===== src/core/isg_consts.vh =====
// Constants for the instrument status group block
`ifndef ISG_CONSTS_VH
`define ISG_CONSTS_VH

// ==========================================================
// Command opcodes
`define ISG_OP_RD_COND 3'h0
`define ISG_OP_RD_EVENT 3'h1
`define ISG_OP_RD_ENABLE 3'h2
`define ISG_OP_WR_ENABLE 3'h3
`define ISG_OP_WR_PTR 3'h4
`define ISG_OP_WR_NTR 3'h5
`define ISG_OP_CLR_ALL 3'h6
`define ISG_OP_PRESET 3'h7

// ==========================================================
// Group selectors
`define ISG_GRP_QUAL 2'h0
`define ISG_GRP_OPER 2'h1
`define ISG_GRP_DEV 2'h2

// ==========================================================
// Measurement-quality bit positions
`define ISG_Q_POWER 3
`define ISG_Q_CAL 8
`define ISG_Q_SELFTEST 9

// ==========================================================
// Operation bit positions
`define ISG_O_CAL 0
`define ISG_O_ACQ 4
`define ISG_O_TRIG 5
`define ISG_O_SENSE 10
`define ISG_O_LOWER 11
`define ISG_O_UPPER 12

// ==========================================================
// Device bit positions
`define ISG_D_CONN_A 1
`define ISG_D_CONN_B 2
`define ISG_D_ERR_A 3
`define ISG_D_ERR_B 4
`define ISG_D_FR_A 5
`define ISG_D_FR_B 6
`define ISG_D_KEY 14

// ==========================================================
// Widths, masks and reset values
`define ISG_W 16
`define ISG_LIVE_MASK 16'h7fff
`define ISG_RST_ENABLE 16'h0000
`define ISG_RST_PTR 16'h7fff
`define ISG_RST_NTR 16'h0000
`define ISG_RST_WORD 16'h0000

`endif


===== src/core/isg_sync.v =====
// Two-stage synchroniser for pin inputs
`timescale 1ns/1ns
module isg_sync #(
  parameter W = 5
) (
  clk,
  rst_b,
  d_in,
  q_out
);
  input wire clk;
  input wire rst_b;
  input wire [W-1:0] d_in;
  output reg [W-1:0] q_out;

  reg [W-1:0] meta_reg;

  // First stage feeds only the second stage
  always @(posedge clk or negedge rst_b) begin
    if (!rst_b) begin
      meta_reg <= {W{1'b0}};
      q_out <= {W{1'b0}};
    end else begin
      meta_reg <= d_in;
      q_out <= meta_reg;
    end
  end
endmodule


===== src/core/isg_group.v =====
// One 16-bit status group: condition, filters, event, enable
`timescale 1ns/1ns
`include "isg_consts.vh"
module isg_group (
  clk,
  rst_b,
  cond_in,
  inject_in,
  wr_enable,
  wr_ptr,
  wr_ntr,
  wr_data,
  rd_clr,
  clr_all,
  preset,
  cond_out,
  event_out,
  enable_out,
  summary
);
  input wire clk;
  input wire rst_b;
  input wire [15:0] cond_in;
  input wire [15:0] inject_in;
  input wire wr_enable;
  input wire wr_ptr;
  input wire wr_ntr;
  input wire [15:0] wr_data;
  input wire rd_clr;
  input wire clr_all;
  input wire preset;
  output reg [15:0] cond_out;
  output reg [15:0] event_out;
  output reg [15:0] enable_out;
  output wire summary;

  reg [15:0] ptr_reg;
  reg [15:0] ntr_reg;
  reg [15:0] rise;
  reg [15:0] event_next;

  // ==========================================================
  // Transition filters and latched events
  always @* begin
    rise = ((cond_in & ~cond_out & ptr_reg) |
            (~cond_in & cond_out & ntr_reg)) & `ISG_LIVE_MASK;
    // Injected events bypass filters and the condition word
    rise = rise | (inject_in & `ISG_LIVE_MASK);
    event_next = event_out;
    if (rd_clr || clr_all) begin
      event_next = 16'h0000;
    end
    // New events win over a clear in the same cycle
    event_next = event_next | rise;
  end

  always @(posedge clk or negedge rst_b) begin
    if (!rst_b) begin
      cond_out <= `ISG_RST_WORD;
      event_out <= `ISG_RST_WORD;
      enable_out <= `ISG_RST_ENABLE;
      ptr_reg <= `ISG_RST_PTR;
      ntr_reg <= `ISG_RST_NTR;
    end else begin
      cond_out <= cond_in & `ISG_LIVE_MASK;
      event_out <= event_next;
      if (wr_enable) begin
        enable_out <= wr_data & `ISG_LIVE_MASK;
      end
      if (wr_ptr) begin
        ptr_reg <= wr_data & `ISG_LIVE_MASK;
      end else if (preset) begin
        ptr_reg <= `ISG_RST_PTR;
      end
      if (wr_ntr) begin
        ntr_reg <= wr_data & `ISG_LIVE_MASK;
      end else if (preset) begin
        ntr_reg <= `ISG_RST_NTR;
      end
    end
  end

  assign summary = |(event_out & enable_out);
endmodule


===== src/core/isg_top.v =====
// Status groups for quality, operation and device conditions
`timescale 1ns/1ns
`include "isg_consts.vh"
module isg_top #(
  parameter DUAL_CHANNEL = 1
) (
  clk,
  rst_b,
  cmd_valid,
  cmd_op,
  cmd_group,
  cmd_data,
  rsp_valid,
  rsp_data,
  rsp_err,
  qual_summary,
  oper_summary,
  dev_summary,
  pwr_stale,
  pwr_overload,
  pwr_need_zero,
  cal_end,
  cal_end_zero_err,
  cal_end_cal_err,
  selftest_done,
  selftest_pass,
  zero_start,
  calib_start,
  combined_start,
  acq_start,
  acq_end,
  lower_test_en,
  lower_test_fail,
  upper_test_en,
  upper_test_fail,
  trig_wait_enter,
  trig_idle_enter,
  sensor_mem_reading,
  sensor_mem_fail_a,
  sensor_mem_fail_b,
  front_present_a,
  rear_present_a,
  front_present_b,
  rear_present_b,
  key_press,
  acquisition_active
);
  input wire clk;
  input wire rst_b;
  input wire cmd_valid;
  input wire [2:0] cmd_op;
  input wire [1:0] cmd_group;
  input wire [15:0] cmd_data;
  output reg rsp_valid;
  output reg [15:0] rsp_data;
  output reg rsp_err;
  output reg qual_summary;
  output reg oper_summary;
  output reg dev_summary;
  input wire pwr_stale;
  input wire pwr_overload;
  input wire pwr_need_zero;
  input wire cal_end;
  input wire cal_end_zero_err;
  input wire cal_end_cal_err;
  input wire selftest_done;
  input wire selftest_pass;
  input wire zero_start;
  input wire calib_start;
  input wire combined_start;
  input wire acq_start;
  input wire acq_end;
  input wire lower_test_en;
  input wire lower_test_fail;
  input wire upper_test_en;
  input wire upper_test_fail;
  input wire trig_wait_enter;
  input wire trig_idle_enter;
  input wire sensor_mem_reading;
  input wire sensor_mem_fail_a;
  input wire sensor_mem_fail_b;
  input wire front_present_a;
  input wire rear_present_a;
  input wire front_present_b;
  input wire rear_present_b;
  input wire key_press;
  output reg acquisition_active;

  // ==========================================================
  // Pin synchronisation
  wire [4:0] pin_sync;
  reg key_prev_reg;
  wire key_pulse;

  isg_sync #(
    .W(5)
  ) u_sync (
    .clk(clk),
    .rst_b(rst_b),
    .d_in({key_press, rear_present_b, front_present_b,
           rear_present_a, front_present_a}),
    .q_out(pin_sync)
  );

  always @(posedge clk or negedge rst_b) begin
    if (!rst_b) begin
      key_prev_reg <= 1'b0;
    end else begin
      key_prev_reg <= pin_sync[4];
    end
  end

  assign key_pulse = pin_sync[4] & ~key_prev_reg;

  // ==========================================================
  // Latched engine conditions
  reg cal_err_reg;
  reg selftest_fail_reg;
  reg calibrating_reg;
  reg lower_fail_reg;
  reg upper_fail_reg;
  reg trig_wait_reg;

  always @(posedge clk or negedge rst_b) begin
    if (!rst_b) begin
      cal_err_reg <= 1'b0;
      selftest_fail_reg <= 1'b0;
      calibrating_reg <= 1'b0;
      acquisition_active <= 1'b0;
      lower_fail_reg <= 1'b0;
      upper_fail_reg <= 1'b0;
      trig_wait_reg <= 1'b0;
    end else begin
      if (cal_end) begin
        cal_err_reg <= cal_end_zero_err | cal_end_cal_err;
      end
      if (selftest_done) begin
        selftest_fail_reg <= ~selftest_pass;
      end
      // A start in the same cycle as an end keeps the bit set
      if (zero_start || calib_start || combined_start) begin
        calibrating_reg <= 1'b1;
      end else if (cal_end) begin
        calibrating_reg <= 1'b0;
      end
      if (acq_start) begin
        acquisition_active <= 1'b1;
      end else if (acq_end) begin
        acquisition_active <= 1'b0;
      end
      // Limit results are only judged at the end of a measurement
      if (acq_end) begin
        lower_fail_reg <= lower_test_en & lower_test_fail;
        upper_fail_reg <= upper_test_en & upper_test_fail;
      end
      if (trig_wait_enter) begin
        trig_wait_reg <= 1'b1;
      end else if (trig_idle_enter) begin
        trig_wait_reg <= 1'b0;
      end
    end
  end

  // ==========================================================
  // Condition words
  reg [15:0] qual_cond;
  reg [15:0] oper_cond;
  reg [15:0] dev_cond;
  reg [15:0] dev_inject;

  always @* begin
    qual_cond = 16'h0000;
    qual_cond[`ISG_Q_POWER] = pwr_stale | pwr_overload |
                              pwr_need_zero;
    qual_cond[`ISG_Q_CAL] = cal_err_reg;
    qual_cond[`ISG_Q_SELFTEST] = selftest_fail_reg;
    oper_cond = 16'h0000;
    oper_cond[`ISG_O_CAL] = calibrating_reg;
    oper_cond[`ISG_O_ACQ] = acquisition_active;
    oper_cond[`ISG_O_TRIG] = trig_wait_reg;
    oper_cond[`ISG_O_SENSE] = sensor_mem_reading;
    oper_cond[`ISG_O_LOWER] = lower_fail_reg;
    oper_cond[`ISG_O_UPPER] = upper_fail_reg;
    dev_cond = 16'h0000;
    dev_cond[`ISG_D_CONN_A] = pin_sync[0] | pin_sync[1];
    dev_cond[`ISG_D_ERR_A] = sensor_mem_fail_a |
                             (pin_sync[0] & pin_sync[1]);
    dev_cond[`ISG_D_FR_A] = pin_sync[1];
    if (DUAL_CHANNEL != 0) begin
      dev_cond[`ISG_D_CONN_B] = pin_sync[2] | pin_sync[3];
      dev_cond[`ISG_D_ERR_B] = sensor_mem_fail_b |
                               (pin_sync[2] & pin_sync[3]);
      dev_cond[`ISG_D_FR_B] = pin_sync[3];
    end
    dev_inject = 16'h0000;
    dev_inject[`ISG_D_KEY] = key_pulse;
  end

  // ==========================================================
  // Command decode
  function sel;
    input [1:0] g;
    input [1:0] want;
    begin
      sel = (g == want);
    end
  endfunction

  wire grp_q = cmd_valid & sel(cmd_group, `ISG_GRP_QUAL);
  wire grp_o = cmd_valid & sel(cmd_group, `ISG_GRP_OPER);
  wire grp_d = cmd_valid & sel(cmd_group, `ISG_GRP_DEV);
  wire is_rd_event = (cmd_op == `ISG_OP_RD_EVENT);
  wire is_wr_en = (cmd_op == `ISG_OP_WR_ENABLE);
  wire is_wr_ptr = (cmd_op == `ISG_OP_WR_PTR);
  wire is_wr_ntr = (cmd_op == `ISG_OP_WR_NTR);
  // Clear and preset act on every group whatever the selector
  wire is_clr = cmd_valid & (cmd_op == `ISG_OP_CLR_ALL);
  wire is_preset = cmd_valid & (cmd_op == `ISG_OP_PRESET);

  // ==========================================================
  // Status groups
  wire [15:0] q_cond;
  wire [15:0] q_event;
  wire [15:0] q_enable;
  wire q_sum;
  wire [15:0] o_cond;
  wire [15:0] o_event;
  wire [15:0] o_enable;
  wire o_sum;
  wire [15:0] d_cond;
  wire [15:0] d_event;
  wire [15:0] d_enable;
  wire d_sum;

  isg_group u_qual (
    .clk(clk),
    .rst_b(rst_b),
    .cond_in(qual_cond),
    .inject_in(16'h0000),
    .wr_enable(grp_q & is_wr_en),
    .wr_ptr(grp_q & is_wr_ptr),
    .wr_ntr(grp_q & is_wr_ntr),
    .wr_data(cmd_data),
    .rd_clr(grp_q & is_rd_event),
    .clr_all(is_clr),
    .preset(is_preset),
    .cond_out(q_cond),
    .event_out(q_event),
    .enable_out(q_enable),
    .summary(q_sum)
  );

  isg_group u_oper (
    .clk(clk),
    .rst_b(rst_b),
    .cond_in(oper_cond),
    .inject_in(16'h0000),
    .wr_enable(grp_o & is_wr_en),
    .wr_ptr(grp_o & is_wr_ptr),
    .wr_ntr(grp_o & is_wr_ntr),
    .wr_data(cmd_data),
    .rd_clr(grp_o & is_rd_event),
    .clr_all(is_clr),
    .preset(is_preset),
    .cond_out(o_cond),
    .event_out(o_event),
    .enable_out(o_enable),
    .summary(o_sum)
  );

  isg_group u_dev (
    .clk(clk),
    .rst_b(rst_b),
    .cond_in(dev_cond),
    .inject_in(dev_inject),
    .wr_enable(grp_d & is_wr_en),
    .wr_ptr(grp_d & is_wr_ptr),
    .wr_ntr(grp_d & is_wr_ntr),
    .wr_data(cmd_data),
    .rd_clr(grp_d & is_rd_event),
    .clr_all(is_clr),
    .preset(is_preset),
    .cond_out(d_cond),
    .event_out(d_event),
    .enable_out(d_enable),
    .summary(d_sum)
  );

  // ==========================================================
  // Response and summaries
  function [15:0] pick;
    input [2:0] op;
    input [15:0] c;
    input [15:0] e;
    input [15:0] n;
    begin
      case (op)
        `ISG_OP_RD_COND: pick = c;
        `ISG_OP_RD_EVENT: pick = e;
        `ISG_OP_RD_ENABLE: pick = n;
        default: pick = 16'h0000;
      endcase
    end
  endfunction

  reg [15:0] rsp_next;
  reg err_next;

  always @* begin
    rsp_next = 16'h0000;
    err_next = 1'b0;
    case (cmd_group)
      `ISG_GRP_QUAL: rsp_next = pick(cmd_op, q_cond, q_event, q_enable);
      `ISG_GRP_OPER: rsp_next = pick(cmd_op, o_cond, o_event, o_enable);
      `ISG_GRP_DEV: rsp_next = pick(cmd_op, d_cond, d_event, d_enable);
      default: begin
        // Unmapped group only matters for per-group commands
        err_next = ~(is_clr | is_preset);
      end
    endcase
  end

  always @(posedge clk or negedge rst_b) begin
    if (!rst_b) begin
      rsp_valid <= 1'b0;
      rsp_data <= 16'h0000;
      rsp_err <= 1'b0;
      qual_summary <= 1'b0;
      oper_summary <= 1'b0;
      dev_summary <= 1'b0;
    end else begin
      rsp_valid <= cmd_valid;
      if (cmd_valid) begin
        rsp_data <= rsp_next & `ISG_LIVE_MASK;
        rsp_err <= err_next;
      end
      qual_summary <= q_sum;
      oper_summary <= o_sum;
      dev_summary <= d_sum;
    end
  end
endmodule


===== config.mk =====
export PLATFORM = sky130hd
export DESIGN_NAME = isg_top
export DESIGN_NICKNAME = d
export VERILOG_FILES = /design/src/core/isg_sync.v /design/src/core/isg_group.v /design/src/core/isg_top.v
export VERILOG_INCLUDE_DIRS = /design/src /design/src/core
export SDC_FILE = /design/constraint.sdc
export NUM_CORES = 1
export LEC_CHECK = 0
export BUFFER_PORTS_ARGS = -buffer_cell sky130_fd_sc_hd__buf_4
export CAP_MARGIN = 10
export CORE_AREA = 3 3 139 141
export DETAILED_ROUTE_END_ITERATION = 10
export DIE_AREA = 0 0 142 144
export PLACE_DENSITY = 0.51
export SLEW_MARGIN = 30
export SYNTH_ARGS = -nofsm -noshare
export SYNTH_HDL_FRONTEND = slang
export SYNTH_SLANG_ARGS = --single-unit

===== constraint.sdc =====
create_clock -name clk -period 1.5 [get_ports clk]
set_clock_uncertainty 0.1 [all_clocks]
set_input_delay 0.15 -clock clk [delete_from_list [all_inputs] [get_ports clk]]
set_output_delay 0.15 -clock clk [all_outputs]
set_load 0.05 [all_outputs]

# ---- After elaboration in Yosys (flattened, before gate mapping)
# Index checks and enable logic that the tools add are counted.
dict set report classes {
  n_eq_ne 9
  muxes 22
  bitwise_logic 61
  n_reduce_logical 20
}
# cell n
set op_table {}
lappend op_table {{$pmux 15 s3} 4}
lappend op_table {{$mux 15} 8}
lappend op_table {{$and 15x15->15} 6}
lappend op_table {{$or 15x15->15} 4}
lappend op_table {{$and 16x15->16} 3}
lappend op_table {{$mux 16} 3}
lappend op_table {{$reduce_or 16->1} 3}
lappend op_table {{$or 16x15->16} 2}
lappend op_table {{$not 10->15} 2}
lappend op_table {{$not 13->15} 2}
lappend op_table {{$not 7->15} 2}
lappend op_table {{$and 1x1->1} 22}
lappend op_table {{$reduce_bool 2->1} 9}
lappend op_table {{$or 16x16->16} 1}
lappend op_table {{$and 10x15->15} 1}
lappend op_table {{$and 13x15->15} 1}
lappend op_table {{$and 15x10->15} 1}
lappend op_table {{$and 15x13->15} 1}
lappend op_table {{$and 15x7->15} 1}
lappend op_table {{$and 7x15->15} 1}
lappend op_table {{$eq 3x3->1 const B} 4}
lappend op_table {{$or 1x1->1} 8}
lappend op_table {{$mux 1} 7}
lappend op_table {{$eq 3x2->1 const B} 2}
lappend op_table {{8 further kinds} 14}
dict set report word_totals {
  regBits 236
  in_bits 51
  output_inout_bits 22
  elab_cells 143
}

# ---- Depth between registers and ports, before layout
# Gate-level depths: netlist (run 1).
dict set report depth {
  word_depth 8
  ltp_mapped 7
  mapped_depth_nobuf 4
}

# ---- Cells and area by module
# Synthesis (run 1) repeated with hierarchy kept, for this count alone.
dict set report unflattened {
  hier_cells 1071
  area_unflattened_um2 11776.3
}
# module instances cells_each area_each_um2 seq_area_each_um2
set by_module_without_submodules {}
lappend by_module_without_submodules {isg_group 3 266 3039.2 1895.6}
lappend by_module_without_submodules {isg_top 1 263 2408.6 700.7}
lappend by_module_without_submodules {isg_sync 1 10 250.2 250.2}

# ---- Worst setup path before layout (run 1)
# Ideal clock, no wire load.
dict set report synth_path {
  path_type {input to register}
  start {input cmd_op[2]}
  end {register u_oper.enable_out[10]}
  setup_ps 125
  arrival_ps 1342
  t_required_ps 1275
  path_slack_ps -67
  stages 5
  path_buffers 1
  path_cell_list {and2b_2 -> nand3_2 -> nor3b_4 -> buf_6 -> mux2_2}
}
dict set report synth_via {
  elab_chain_cells 2
}
# item line
set synth_lines {}
lappend synth_lines {{start: declaration} isg_top.v:51} ;# input wire [2:0] cmd_op;
lappend synth_lines {{$eq 3x2->1 (no source line)} --}
lappend synth_lines {{$and 1x1->1} isg_top.v:258} ;# .wr_enable(grp_o & is_wr_en),
lappend synth_lines {{end signal: assignment} isg_group.v:61} ;# enable_out <= `ISG_RST_ENABLE;
lappend synth_lines {{end signal: assignment} isg_group.v:68} ;# enable_out <= wr_data & `ISG_LIVE_MASK;
lappend synth_lines {{end: declaration} isg_group.v:34} ;# output reg [15:0] enable_out;
# No other way between the ends.
# A chain may end at the register's enable or synchronous reset.

# ---- Worst setup path in the final report (run 1)
dict set report layout_path {
  start {input combined_start}
  end {register calibrating_reg}
}
dict set report layout_via {
  elab_chain_cells 2
  word_cells_on_any_way 3
  cone_classes {mux: 1; reduce/logical: 2}
}
# item line
set layout_lines {}
lappend layout_lines {{start: declaration} isg_top.v:70} ;# input wire combined_start;
lappend layout_lines {{$logic_or 1x1->1 *} isg_top.v:141} ;# if (zero_start || calib_start || combined_start) begin
lappend layout_lines {{$mux 1 / $reduce_bool 2->1 (equally long branches)} --}
lappend layout_lines {{end signal: assignment} isg_top.v:128} ;# calibrating_reg <= 1'b0;
lappend layout_lines {{end signal: assignment} isg_top.v:142} ;# calibrating_reg <= 1'b1;
lappend layout_lines {{end signal: assignment} isg_top.v:144} ;# calibrating_reg <= 1'b0;
lappend layout_lines {{end: declaration} isg_top.v:119} ;# reg calibrating_reg;
# Mark *: on every way between the ends. The rest lies on a longest branch, timed or not.

==> impl_metrics.json, run 1 <==
{
  "io-pin-count": 73,
  "vias": 4628,
  "p_leak_nw": 3.777,
  "yosysUniqueCellTypes": 45,
  "drtAntennaViolNets": 0,
  "post_drt_wl_per_cell_um": 16.83,
  "cts_tree": "done",
  "syn_nets": 590,
  "synthTopCellsByArea": "dfrtp_1, mux2_2, dfstp_2, mux2i_1, o21ai_0",
  "busiest_layer": "met2",
  "via_per_inst": 4.918,
  "fin_crit_sh": 0.9122,
  "overflow": 0,
  "initial_core_util": 0.3392,
  "critPathArrivalTime_ns": 1.57,
  "r2r-end": "rsp_data[4]$_DFFE_PN0P_",
  "crit_required_ns": 1.70,
  "outcome": "finished clean",
  "async_flop_share": 1.000,
  "syn_avg_cell_area_um2": 11.38,
  "drcViolationCount": 0,
  "die_area_um2": 20450,
  "p_per_area_nw_per_um2": 1268,
  "rsz0062_at_grt": "false",
  "multi_input_area_um2": 2281,
  "drv_cap": 0,
  "synth_edf_count": 0,
  "syn_to_final_growth_pct": 35.39,
  "vdd_drop_max_mv": 0.8071,
  "grt_util_met3": 0.03770,
  "yosys-top-cells-count": "dfrtp_1, nand2_1, mux2_2, o21ai_0, nor2_1",
  "use_met2": 0.2683,
  "yosysWarnings": 0,
  "gp_congestion": 0.8236,
  "grtUsageMet1": 0.2223,
  "final-seq-area_um2": 3622,
  "grtUsageTotal": 0.1653,
  "yosysTopAreaCell": "dfrtp_1",
  "drt-total-wl_mm": 15.84,
  "fin_area_um2": 8305,
  "total_power_w": 0.01053,
  "crit_fanout": 1,
  "grt_pass1_wl_mm": 26.00,
  "diodes": 0,
  "switchingPower_w": 0.002793,
  "grt_max_degree": 42,
  "holdPathEnd": "rsp_data[3]$_DFFE_PN0P_",
  "fin_crit_ns": 1.368,
  "max_freq_ghz": 0.7308,
  "core_um2": 18090,
  "rrSetupSlack_ns": 0.15,
  "drive_gt1_frac": 0.3118,
  "antenna_found_initial": 0,
  "synthFlopType": "dfrtp_1",
  "cts.sinks": 144,
  "clk_latency_ns": 0.42,
  "r2r-start": "u_oper.cond_out[4]$_DFF_PN0_",
  "power_frac_seq": 0.456,
  "drtIter0Drc": 252,
  "hpwlAfterDp_mm": 11.57,
  "pwr-share-comb": 0.152,
  "clk_pin_slew_ns": 0.06,
  "final_max_slew_viol_count": 0,
  "fin_util": 0.4592,
  "synth.most_common_cell": "dfrtp_1",
  "syn_area_um2": 6135,
  "ys_ff_latch": 144,
  "hold_depth": 3,
  "ff2ff_path_depth": 4,
  "clkPwrFrac": 0.392,
  "clk_path_buf_depth": 2,
  "first_global_vias": 4804,
  "synthCells": 539,
  "synth_top_area_share": 0.5262,
  "post-cts-setup-buffers": 0,
  "p_int_w": 0.007740,
  "fin_setup_tns_ns": 0,
  "die_h_um": 144,
  "dpl-instance-area_um2": 7307,
  "yosysSeqAreaShare": 0.5905,
  "worstSetupPathType": "in2reg",
  "port_buffers": 70,
  "numCtsBuffers": 17,
  "min_path_type": "in2reg",
  "min-delay-start": "cmd_op[2]",
  "drt_first_pass_iters": 6,
  "p_sw_frac": 0.2651,
  "dieWidth_um": 142,
  "fill_cells": 1683,
  "finalHoldViolations": 0,
  "nNetsFinal": 751,
  "startpoint_type": "input pin",
  "cts_htree_levels": 4,
  "cts_root_buf": "clkbuf_16",
  "endpoint_kind": "flip-flop",
  "setup_viol": 0,
  "core.rowCount": 49
}
-- stage by stage --
step                hold slack [ns]  worst slack [ns]  std cells
finish                      0.02445            0.1317        941
global route                0.04650           0.04806        941
CTS                         0.01171            0.1406        941
detailed placement         -0.01882           -0.1377        868
global placement           -0.02315          -0.08928        868
floorplan                   -0.2456          -0.06721        539
-- timing repair --
action,in CTS,in global routing
endpoints found under the setup margin,0,0
hold buffers,42,0
hold endpoints to repair,221,0
resized for setup,0,0
-- layout by cell type, fill, tap and decap left out, types with 5 or more instances in the layout --
| master | instances |
|---|---|
| a21oi_1 | 26 |
| a221o_1 | 6 |
| a22oi_1 | 9 |
| buf_12 | 5 |
| buf_4 | 121 |
| clkbuf_16 | 17 |
| dfrtp_1 | 129 |
| dfstp_2 | 15 |
| dlygate4sd3_1 | 42 |
| inv_1 | 26 |
| mux2_2 | 43 |
| mux2i_1 | 23 |
| nand2_1 | 52 |
| nand3_1 | 13 |
| nand3b_1 | 9 |
| nand4_1 | 5 |
| nor2_1 | 39 |
| nor2b_1 | 10 |
| nor3_1 | 6 |
| o21ai_0 | 43 |
| o221ai_1 | 11 |
-- worst max-delay path by stage --
stage / startpoint / endpoint / slack (ns)
detailed placement: cmd_group[0] / u_dev.event_out[1]$_DFF_PN0_ / -0.14
floorplan: cmd_op[2] / u_oper.enable_out[10]$_DFFE_PN0P_ / -0.07
global placement: cmd_group[0] / u_dev.event_out[1]$_DFF_PN0_ / -0.09
finish: combined_start / calibrating_reg$_DFFE_PN0P_ / 0.13
CTS: u_oper.cond_out[4]$_DFF_PN0_ / rsp_data[4]$_DFFE_PN0P_ / 0.14
global route: combined_start / calibrating_reg$_DFFE_PN0P_ / 0.05
-- cell families (layout without fill, tap and decap cells) --
kind of cell           Yosys count  in the layout  share of synthesized area
AO/OA/AOI/OAI                  121            121                     0.1301
buffers and inverters           53            226                    0.03773
flip-flops                     144            144                     0.5905
multiplexers                    66             66                     0.1165
other                            1              1                  0.0006113
AND/OR/NAND/NOR                154            154                     0.1246
-- power by group through the flow --
stage                     clock network (W)  logic [W]  registers [W]
final                               0.00413    0.00160        0.00481
after global routing                0.00443    0.00177        0.00488
after CTS                           0.00422    0.00162        0.00481
after detailed placement                  0    0.00153        0.00488
after global placement                    0    0.00149        0.00486
after floorplan                           0   0.000771        0.00495
-- cell type report --
class / count / share of cell area
Clock buffer: 19 / 0.05333
Clock inverter: 12 / 0.01627
Inverter: 26 / 0.01175
Multi-Input combinational cell: 342 / 0.2746
Sequential cell: 144 / 0.4361
Tap cell: 229 / 0.03450
Timing Repair Buffer: 169 / 0.1734
-- layer usage --
metal | vias to the layer above | share of wire
met1 | 2276 | 0.46
met3 | 18 | 0.037
li1 | 2247 | -
met4 | 0 | 0.015
met5 | - | 0
met2 | 87 | 0.49
-- worst max-delay path, cell delays in order --
cell	delay [ns]
dlygate4sd3_1	0.54
buf_4	0.13
nor3_1	0.11
dlygate4sd3_1	0.56
o21ai_0	0.08
No activity file was read; power rests on OpenSTA's default activity.
==> run 2: changes to the inputs <==
--- a/config.mk
+++ b/config.mk
@@ -6,11 +6,13 @@
 export SDC_FILE = /design/constraint.sdc
 export NUM_CORES = 1
 export LEC_CHECK = 0
+export ABC_AREA = 1
 export BUFFER_PORTS_ARGS = -buffer_cell sky130_fd_sc_hd__buf_4
 export CAP_MARGIN = 10
-export CORE_AREA = 3 3 139 141
+export CORE_AREA = 3 3 138 140
 export DETAILED_ROUTE_END_ITERATION = 10
-export DIE_AREA = 0 0 142 144
+export DIE_AREA = 0 0 141 143
+export HOLD_SLACK_MARGIN = 0.12
 export PLACE_DENSITY = 0.51
 export SLEW_MARGIN = 30
 export SYNTH_ARGS = -nofsm -noshare
==> run 2 against run 1 <==
Net effect: non-clock buffer count shrank 15; via count grew 10%; critical endpoint is now u_dev.event_out[1]$_DFF_PN0_; highest routed layer unchanged; clock power grew 11%; wire length grew 2.4%; utilization shrank 0.28 points; synthesized area shrank 1.8%; first-iteration DRC count grew 49%.
==> impl_metrics.json, run 2 <==
{
  "power_frac_seq": 0.436,
  "yosys-top-cells-count": "nand2_1, dfrtp_1, o21ai_0",
  "numCtsBuffers": 17,
  "core.rowCount": 49,
  "async_flop_share": 1.000,
  "synth_top_area_share": 0.5360,
  "setup_viol": 0,
  "gp_congestion": 0.8798,
  "fin_ws_ns": 0.02118,
  "die_area_um2": 20160,
  "p_leak_nw": 3.940,
  "core_um2": 17960,
  "synth_mux_area_frac": 0,
  "grt_pass1_wl_mm": 26.83,
  "synthTopCellsByArea": "dfrtp_1, nand2_1, dfstp_2, o21ai_0, nand3_1",
  "yosysWarnings": 0,
  "outcome": "finished clean",
  "synthCells": 647,
  "clk_pin_slew_ns": 0.06,
  "layout_commonest_cell": "nand2_1",
  "p_int_w": 0.007975,
  "detailedPlace.worstSlack_ns": 0.01078,
  "max_freq_ghz": 0.6762,
  "endpoint_kind": "flip-flop",
  "drcViolationCount": 0,
  "cts_tree": "done",
  "yosysSeqAreaShare": 0.6015,
  "synth.most_common_cell": "nand2_1",
  "grtUsageTotal": 0.1709,
  "finalHoldViolations": 0,
  "min_path_type": "in2reg",
  "worstSetupPathType": "in2reg",
  "slowest_stage": "dlygate4sd3_1",
  "drtAntennaViolNets": 0,
  "layout_common_cells": "nand2_1, dfrtp_1, buf_4, o21ai_0",
  "synthFlopType": "dfrtp_1",
  "p_per_area_nw_per_um2": 1314,
  "synth_top_family_by_area": "simple AND/OR/NAND/NOR gates",
  "dieWidth_um": 141,
  "syn_nets": 698,
  "clkPwrFrac": 0.427,
  "ys_ff_latch": 144,
  "drv_cap": 0,
  "yosysUniqueCellTypes": 32,
  "io-pin-count": 73,
  "post_drt_wl_per_cell_um": 15.63,
  "syn_area_um2": 6022,
  "syn_avg_cell_area_um2": 9.308,
  "rsz0062_at_grt": "true",
  "synth_edf_count": 0,
  "drive_gt1_frac": 0.2067,
  "grt_max_degree": 41,
  "crit_required_ns": 1.70,
  "switchingPower_w": 0.002798,
  "crit_fanout": 11,
  "vias": 5089,
  "drt-total-wl_mm": 16.21,
  "critPathArrivalTime_ns": 1.68,
  "vdd_drop_max_mv": 0.8097,
  "stdcell_count": 1037,
  "synth_compound_area_frac": 0.1373,
  "p_sw_frac": 0.2597,
  "clk_latency_ns": 0.43,
  "via_per_inst": 4.907,
  "overflow": 0,
  "pwr-share-comb": 0.137,
  "synthAdderAreaFrac": 0,
  "drtIter0Drc": 376,
  "antenna_found_initial": 0,
  "fin_crit_sh": 0.9859,
  "drt_first_pass_iters": 5,
  "post-place-cells": 955,
  "clk_path_buf_depth": 2,
  "port_buffers": 70,
  "path_cells": "dlygate4sd3_1 > buf_6 > nand2_1 > nor2_2 > buf_4 > a21oi_4 > buf_4 > nand2_1 > o311ai_0",
  "startpoint_type": "input pin",
  "cts_root_buf": "clkbuf_16",
  "initial_core_util": 0.3352,
  "cts_htree_levels": 4,
  "yosysTopAreaCell": "dfrtp_1",
  "fin_crit_ns": 1.479,
  "hpwlAfterDp_mm": 11.58,
  "syn_to_final_growth_pct": 36.15,
  "die_h_um": 143,
  "cts.sinks": 144,
  "first_global_vias": 5056,
  "synth_xor_xnor_area_share": 0,
  "final_max_slew_viol_count": 0,
  "nNetsFinal": 846,
  "diodes": 0,
  "synthSimpleGateAreaFrac": 0.1947,
  "cpPeakStageDelay_ns": 0.55
}
-- run 2: cell count changes in the layout (fill, tap and decap cells not counted), sizes merged, moves of 23 or more --
cell / before / now
nand2: 52 / 152
mux2: 43 / 0
nand3: 14 / 68
inv: 28 / 70
o21ai: 43 / 75
mux2i: 23 / 0
-- run 2: critical path: cells and delay by family --
family,cells,cell delay [ns]
AND/OR/NAND/NOR,3,0.25
buffers and inverters,4,1.01
AO/OA/AOI/OAI,2,0.27
-- run 2: repair_timing --
| item | CTS | global route |
|---|---|---|
| hold endpoints to repair | 245 | 0 |
| hold buffers | 47 | 0 |
| endpoints found under the setup margin | 0 | 62 |
| buffers inserted | 0 | 3 |
| resized for setup | 0 | 11 |
-- run 2: layer usage --
metal	track usage	vias up	wire length, um
li1	-	2462	-
met4	0.05711	0	223
met3	0.03918	14	821
met5	0	-	0
met2	0.2669	130	7628
met1	0.2366	2483	7537
-- run 2: cell type report --
cell class	count	area, um2
tap	229	286.5
inverter	70	266.5
sequential	144	3622
multi-input combinational	408	2026
timing repair buffer	154	1354
fill	1722	9764
clock buffer	19	432.9
clock inverter	13	211.5
-- run 2: final timing paths --
| check | from | to | slack, ns | cells after the start |
|---|---|---|---|---|
| setup / recovery | cmd_valid | u_dev.event_out[1]$_DFF_PN0_ | 0.02 | 9 |
| hold reg to reg | u_sync.meta_reg[1]$_DFF_PN0_ | u_sync.q_out[1]$_DFF_PN0_ | 0.25 | 0 |
| hold / removal | cmd_group[1] | rsp_data[8]$_DFFE_PN0P_ | 0.17 | 5 |
| setup reg to reg | lower_fail_reg$_DFFE_PN0P_ | lower_fail_reg$_DFFE_PN0P_ | 0.13 | 3 |
| max in group asynchronous | rst_b | u_oper.ptr_reg[10]$_DFFE_PN1P_ | 0.10 | 4 |
| min in group asynchronous | rst_b | u_oper.enable_out[8]$_DFFE_PN0P_ | 0.63 | 3 |
-- run 2: power by group through the flow --
stage	combinational [W]	clock [W]	sequential, W
after global placement	0.00133	0	0.00474
final	0.00147	0.00460	0.00470
after CTS	0.00148	0.00471	0.00470
after floorplan	0.000643	0	0.00487
after detailed placement	0.00137	0	0.00476
after global routing	0.00165	0.00489	0.00476
-- run 2: cell families after synthesis --
| group | after synthesis |
|---|---|
| simple gates | 271 |
| flops | 144 |
| compound gates | 136 |
| buf+inv | 95 |
| other cells | 1 |
-- run 2: through the flow --
stage / total power, W / util / area (um2) / hold slack (ns) / setup TNS [ns]
6_report: 0.01077 / 0.4564 / 8199 / 0.1692 / 0
5_1_grt: 0.01130 / 0.4564 / 8199 / 0.1972 / -0.02638
4_1_cts: 0.01089 / 0.4523 / 8124 / 0.1490 / 0
3_5_place_dp: 0.006128 / 0.3902 / 7009 / -0.02920 / 0
3_3_place_gp: 0.006077 / 0.3902 / 7009 / -0.03519 / 0
2_1_floorplan: 0.005516 / - / 6022 / -0.2456 / 0
==> run 3: changes to the inputs <==
--- a/config.mk
+++ b/config.mk
@@ -10,6 +10,7 @@
 export BUFFER_PORTS_ARGS = -buffer_cell sky130_fd_sc_hd__buf_4
 export CAP_MARGIN = 10
 export CORE_AREA = 3 3 138 140
+export CTS_BUF_LIST = sky130_fd_sc_hd__clkbuf_8
 export DETAILED_ROUTE_END_ITERATION = 10
 export DIE_AREA = 0 0 141 143
 export HOLD_SLACK_MARGIN = 0.12
==> run 3 against run 2 <==
Net effect: final cell count down 0.19%; critical path type unchanged; global-route usage shrank 0.20 points; first-iteration DRC count increased by 1.1%; flip-flop and latch count stayed put; die area stayed put; clock power decreased by 25%; non-clock buffer count down 2; largest power group unchanged; utilization shrank 1.2 points; fmax increased by 1.8%; total power decreased by 11%; critical endpoint is now u_dev.event_out[5]$_DFF_PN0_; wire length fell by 0.99%; sequential power is essentially flat.
==> impl_metrics.json, run 3 (synthesized netlist as in run 2, its figures left out) <==
{
  "outcome": "finished clean",
  "setup_viol": 0,
  "drt-total-wl_mm": 16.05,
  "clk_path_buf_depth": 2,
  "core_um2": 17960,
  "crit_fanout": 11,
  "core.rowCount": 49,
  "fin_crit_sh": 0.9683,
  "cts_htree_levels": 4,
  "syn_to_final_growth_pct": 32.62,
  "grt_pass1_wl_mm": 26.54,
  "dpl-instance-area_um2": 7009,
  "crit_required_ns": 1.73,
  "endpoint_kind": "flip-flop",
  "final_max_slew_viol_count": 0,
  "drt_first_pass_iters": 7,
  "r2r-start": "lower_fail_reg$_DFFE_PN0P_",
  "finalHoldViolations": 0,
  "hold_ws_ns": 0.1672,
  "layout_commonest_cell": "nand2_1",
  "gp_congestion": 0.8798,
  "critPathLaunch": "cmd_valid",
  "clk_pin_slew_ns": 0.08,
  "dieWidth_um": 141,
  "max_freq_ghz": 0.6885,
  "drtAntennaViolNets": 0,
  "startpoint_type": "input pin",
  "via_per_inst": 4.888,
  "first_global_vias": 5094,
  "cts_tree": "done",
  "io-pin-count": 73,
  "fin_area_um2": 7986,
  "drtIter0Drc": 380,
  "p_per_area_nw_per_um2": 1206,
  "drv_cap": 0,
  "vdd_drop_max_mv": 0.6423,
  "fin_crit_ns": 1.452,
  "overflow": 0,
  "die_area_um2": 20160,
  "drcViolationCount": 0,
  "cts_root_buf": "clkbuf_8",
  "fin_ws_ns": 0.04762,
  "min-delay-start": "cmd_op[1]",
  "grtUsageTotal": 0.1689,
  "detailedPlace.worstSlack_ns": 0.01078,
  "vias": 5059,
  "grt_max_degree": 41,
  "nNetsFinal": 844,
  "drive_gt1_frac": 0.2097,
  "fin_util": 0.4446,
  "hpwlAfterDp_mm": 11.58,
  "total_power_w": 0.009630,
  "numCtsBuffers": 17,
  "diodes": 0,
  "clk_latency_ns": 0.45,
  "antenna_found_initial": 0,
  "die_h_um": 143,
  "cts.sinks": 144,
  "min_path_type": "in2reg",
  "layout_common_cells": "nand2_1, dfrtp_1, buf_4, o21ai_0, inv_1",
  "critPathArrivalTime_ns": 1.69,
  "initial_core_util": 0.3352,
  "worstSetupPathType": "in2reg",
  "post_drt_wl_per_cell_um": 15.51,
  "port_buffers": 70,
  "p_leak_nw": 3.855
}
==> run 3: cell types whose count changed in the layout (fill, tap and decap cells not counted), sizes merged <==
cell	previous run	this run
dlygate4sd3	47	46
clkbuf	20	17
inv	70	72
==> run 3: path summary, 6_finish.rpt <==
path	to	slack (ns)	depth (start not counted)
worst max-delay path	u_dev.event_out[5]$_DFF_PN0_	0.05	8
worst min-delay path	u_qual.ntr_reg[8]$_DFFE_PN0P_	0.17	4
worst max register to register	lower_fail_reg$_DFFE_PN0P_	0.13	3
worst min register to register	u_sync.q_out[1]$_DFF_PN0_	0.25	0
max in group asynchronous	u_oper.ptr_reg[10]$_DFFE_PN1P_	0.11	4
min in group asynchronous	u_dev.enable_out[9]$_DFFE_PN0P_	0.59	3
==> run 3: final cells by class <==
| cell class | count | area (um2) |
|---|---|---|
| Inverter | 70 | 266.5 |
| Sequential cell | 144 | 3622 |
| Timing Repair Buffer | 152 | 1338 |
| Clock buffer | 17 | 234.0 |
| Fill cell | 1749 | 9977 |
| Tap cell | 229 | 286.5 |
| Multi-Input combinational cell | 408 | 2021 |
| Clock inverter | 15 | 219.0 |
==> run 3: what timing repair did <==
item                                    4_1_cts  5_1_grt
endpoints found under the setup margin        0       64
setup buffers                                 0        2
hold endpoints to repair                    246        0
hold buffers                                 46        0
gates resized for setup                       0       13
==> run 3: per-stage QoR <==
stage,setup TNS [ns],instances
after floorplan,0,647
after global placement,0,955
after detailed placement,0,955
after CTS,0,1033
after global routing,-0.006709,1035
final,0,1035
==> run 3: power breakdown <==
part           internal, W  switching, W
clock network      0.00197       0.00150
logic             0.000609      0.000855
registers          0.00440      0.000292
total              0.00698       0.00265
==> run 3: metal layers <==
metal  global-route usage  vias up  share of wire
met4              0.05405        0          0.015
met3              0.04086       15          0.058
met1               0.2324     2453           0.46
met5                    0        -              0
li1                     -     2458              -
met2               0.2649      133           0.47
==> run 3: critical path: stages <==
cell and delay (ns):
dlygate4sd3_1 0.54, buf_4 0.18, inv_2 0.11, nor2_4 0.06, buf_4 0.14, a21oi_4 0.28
nand2_1 0.11, o311ai_0 0.11
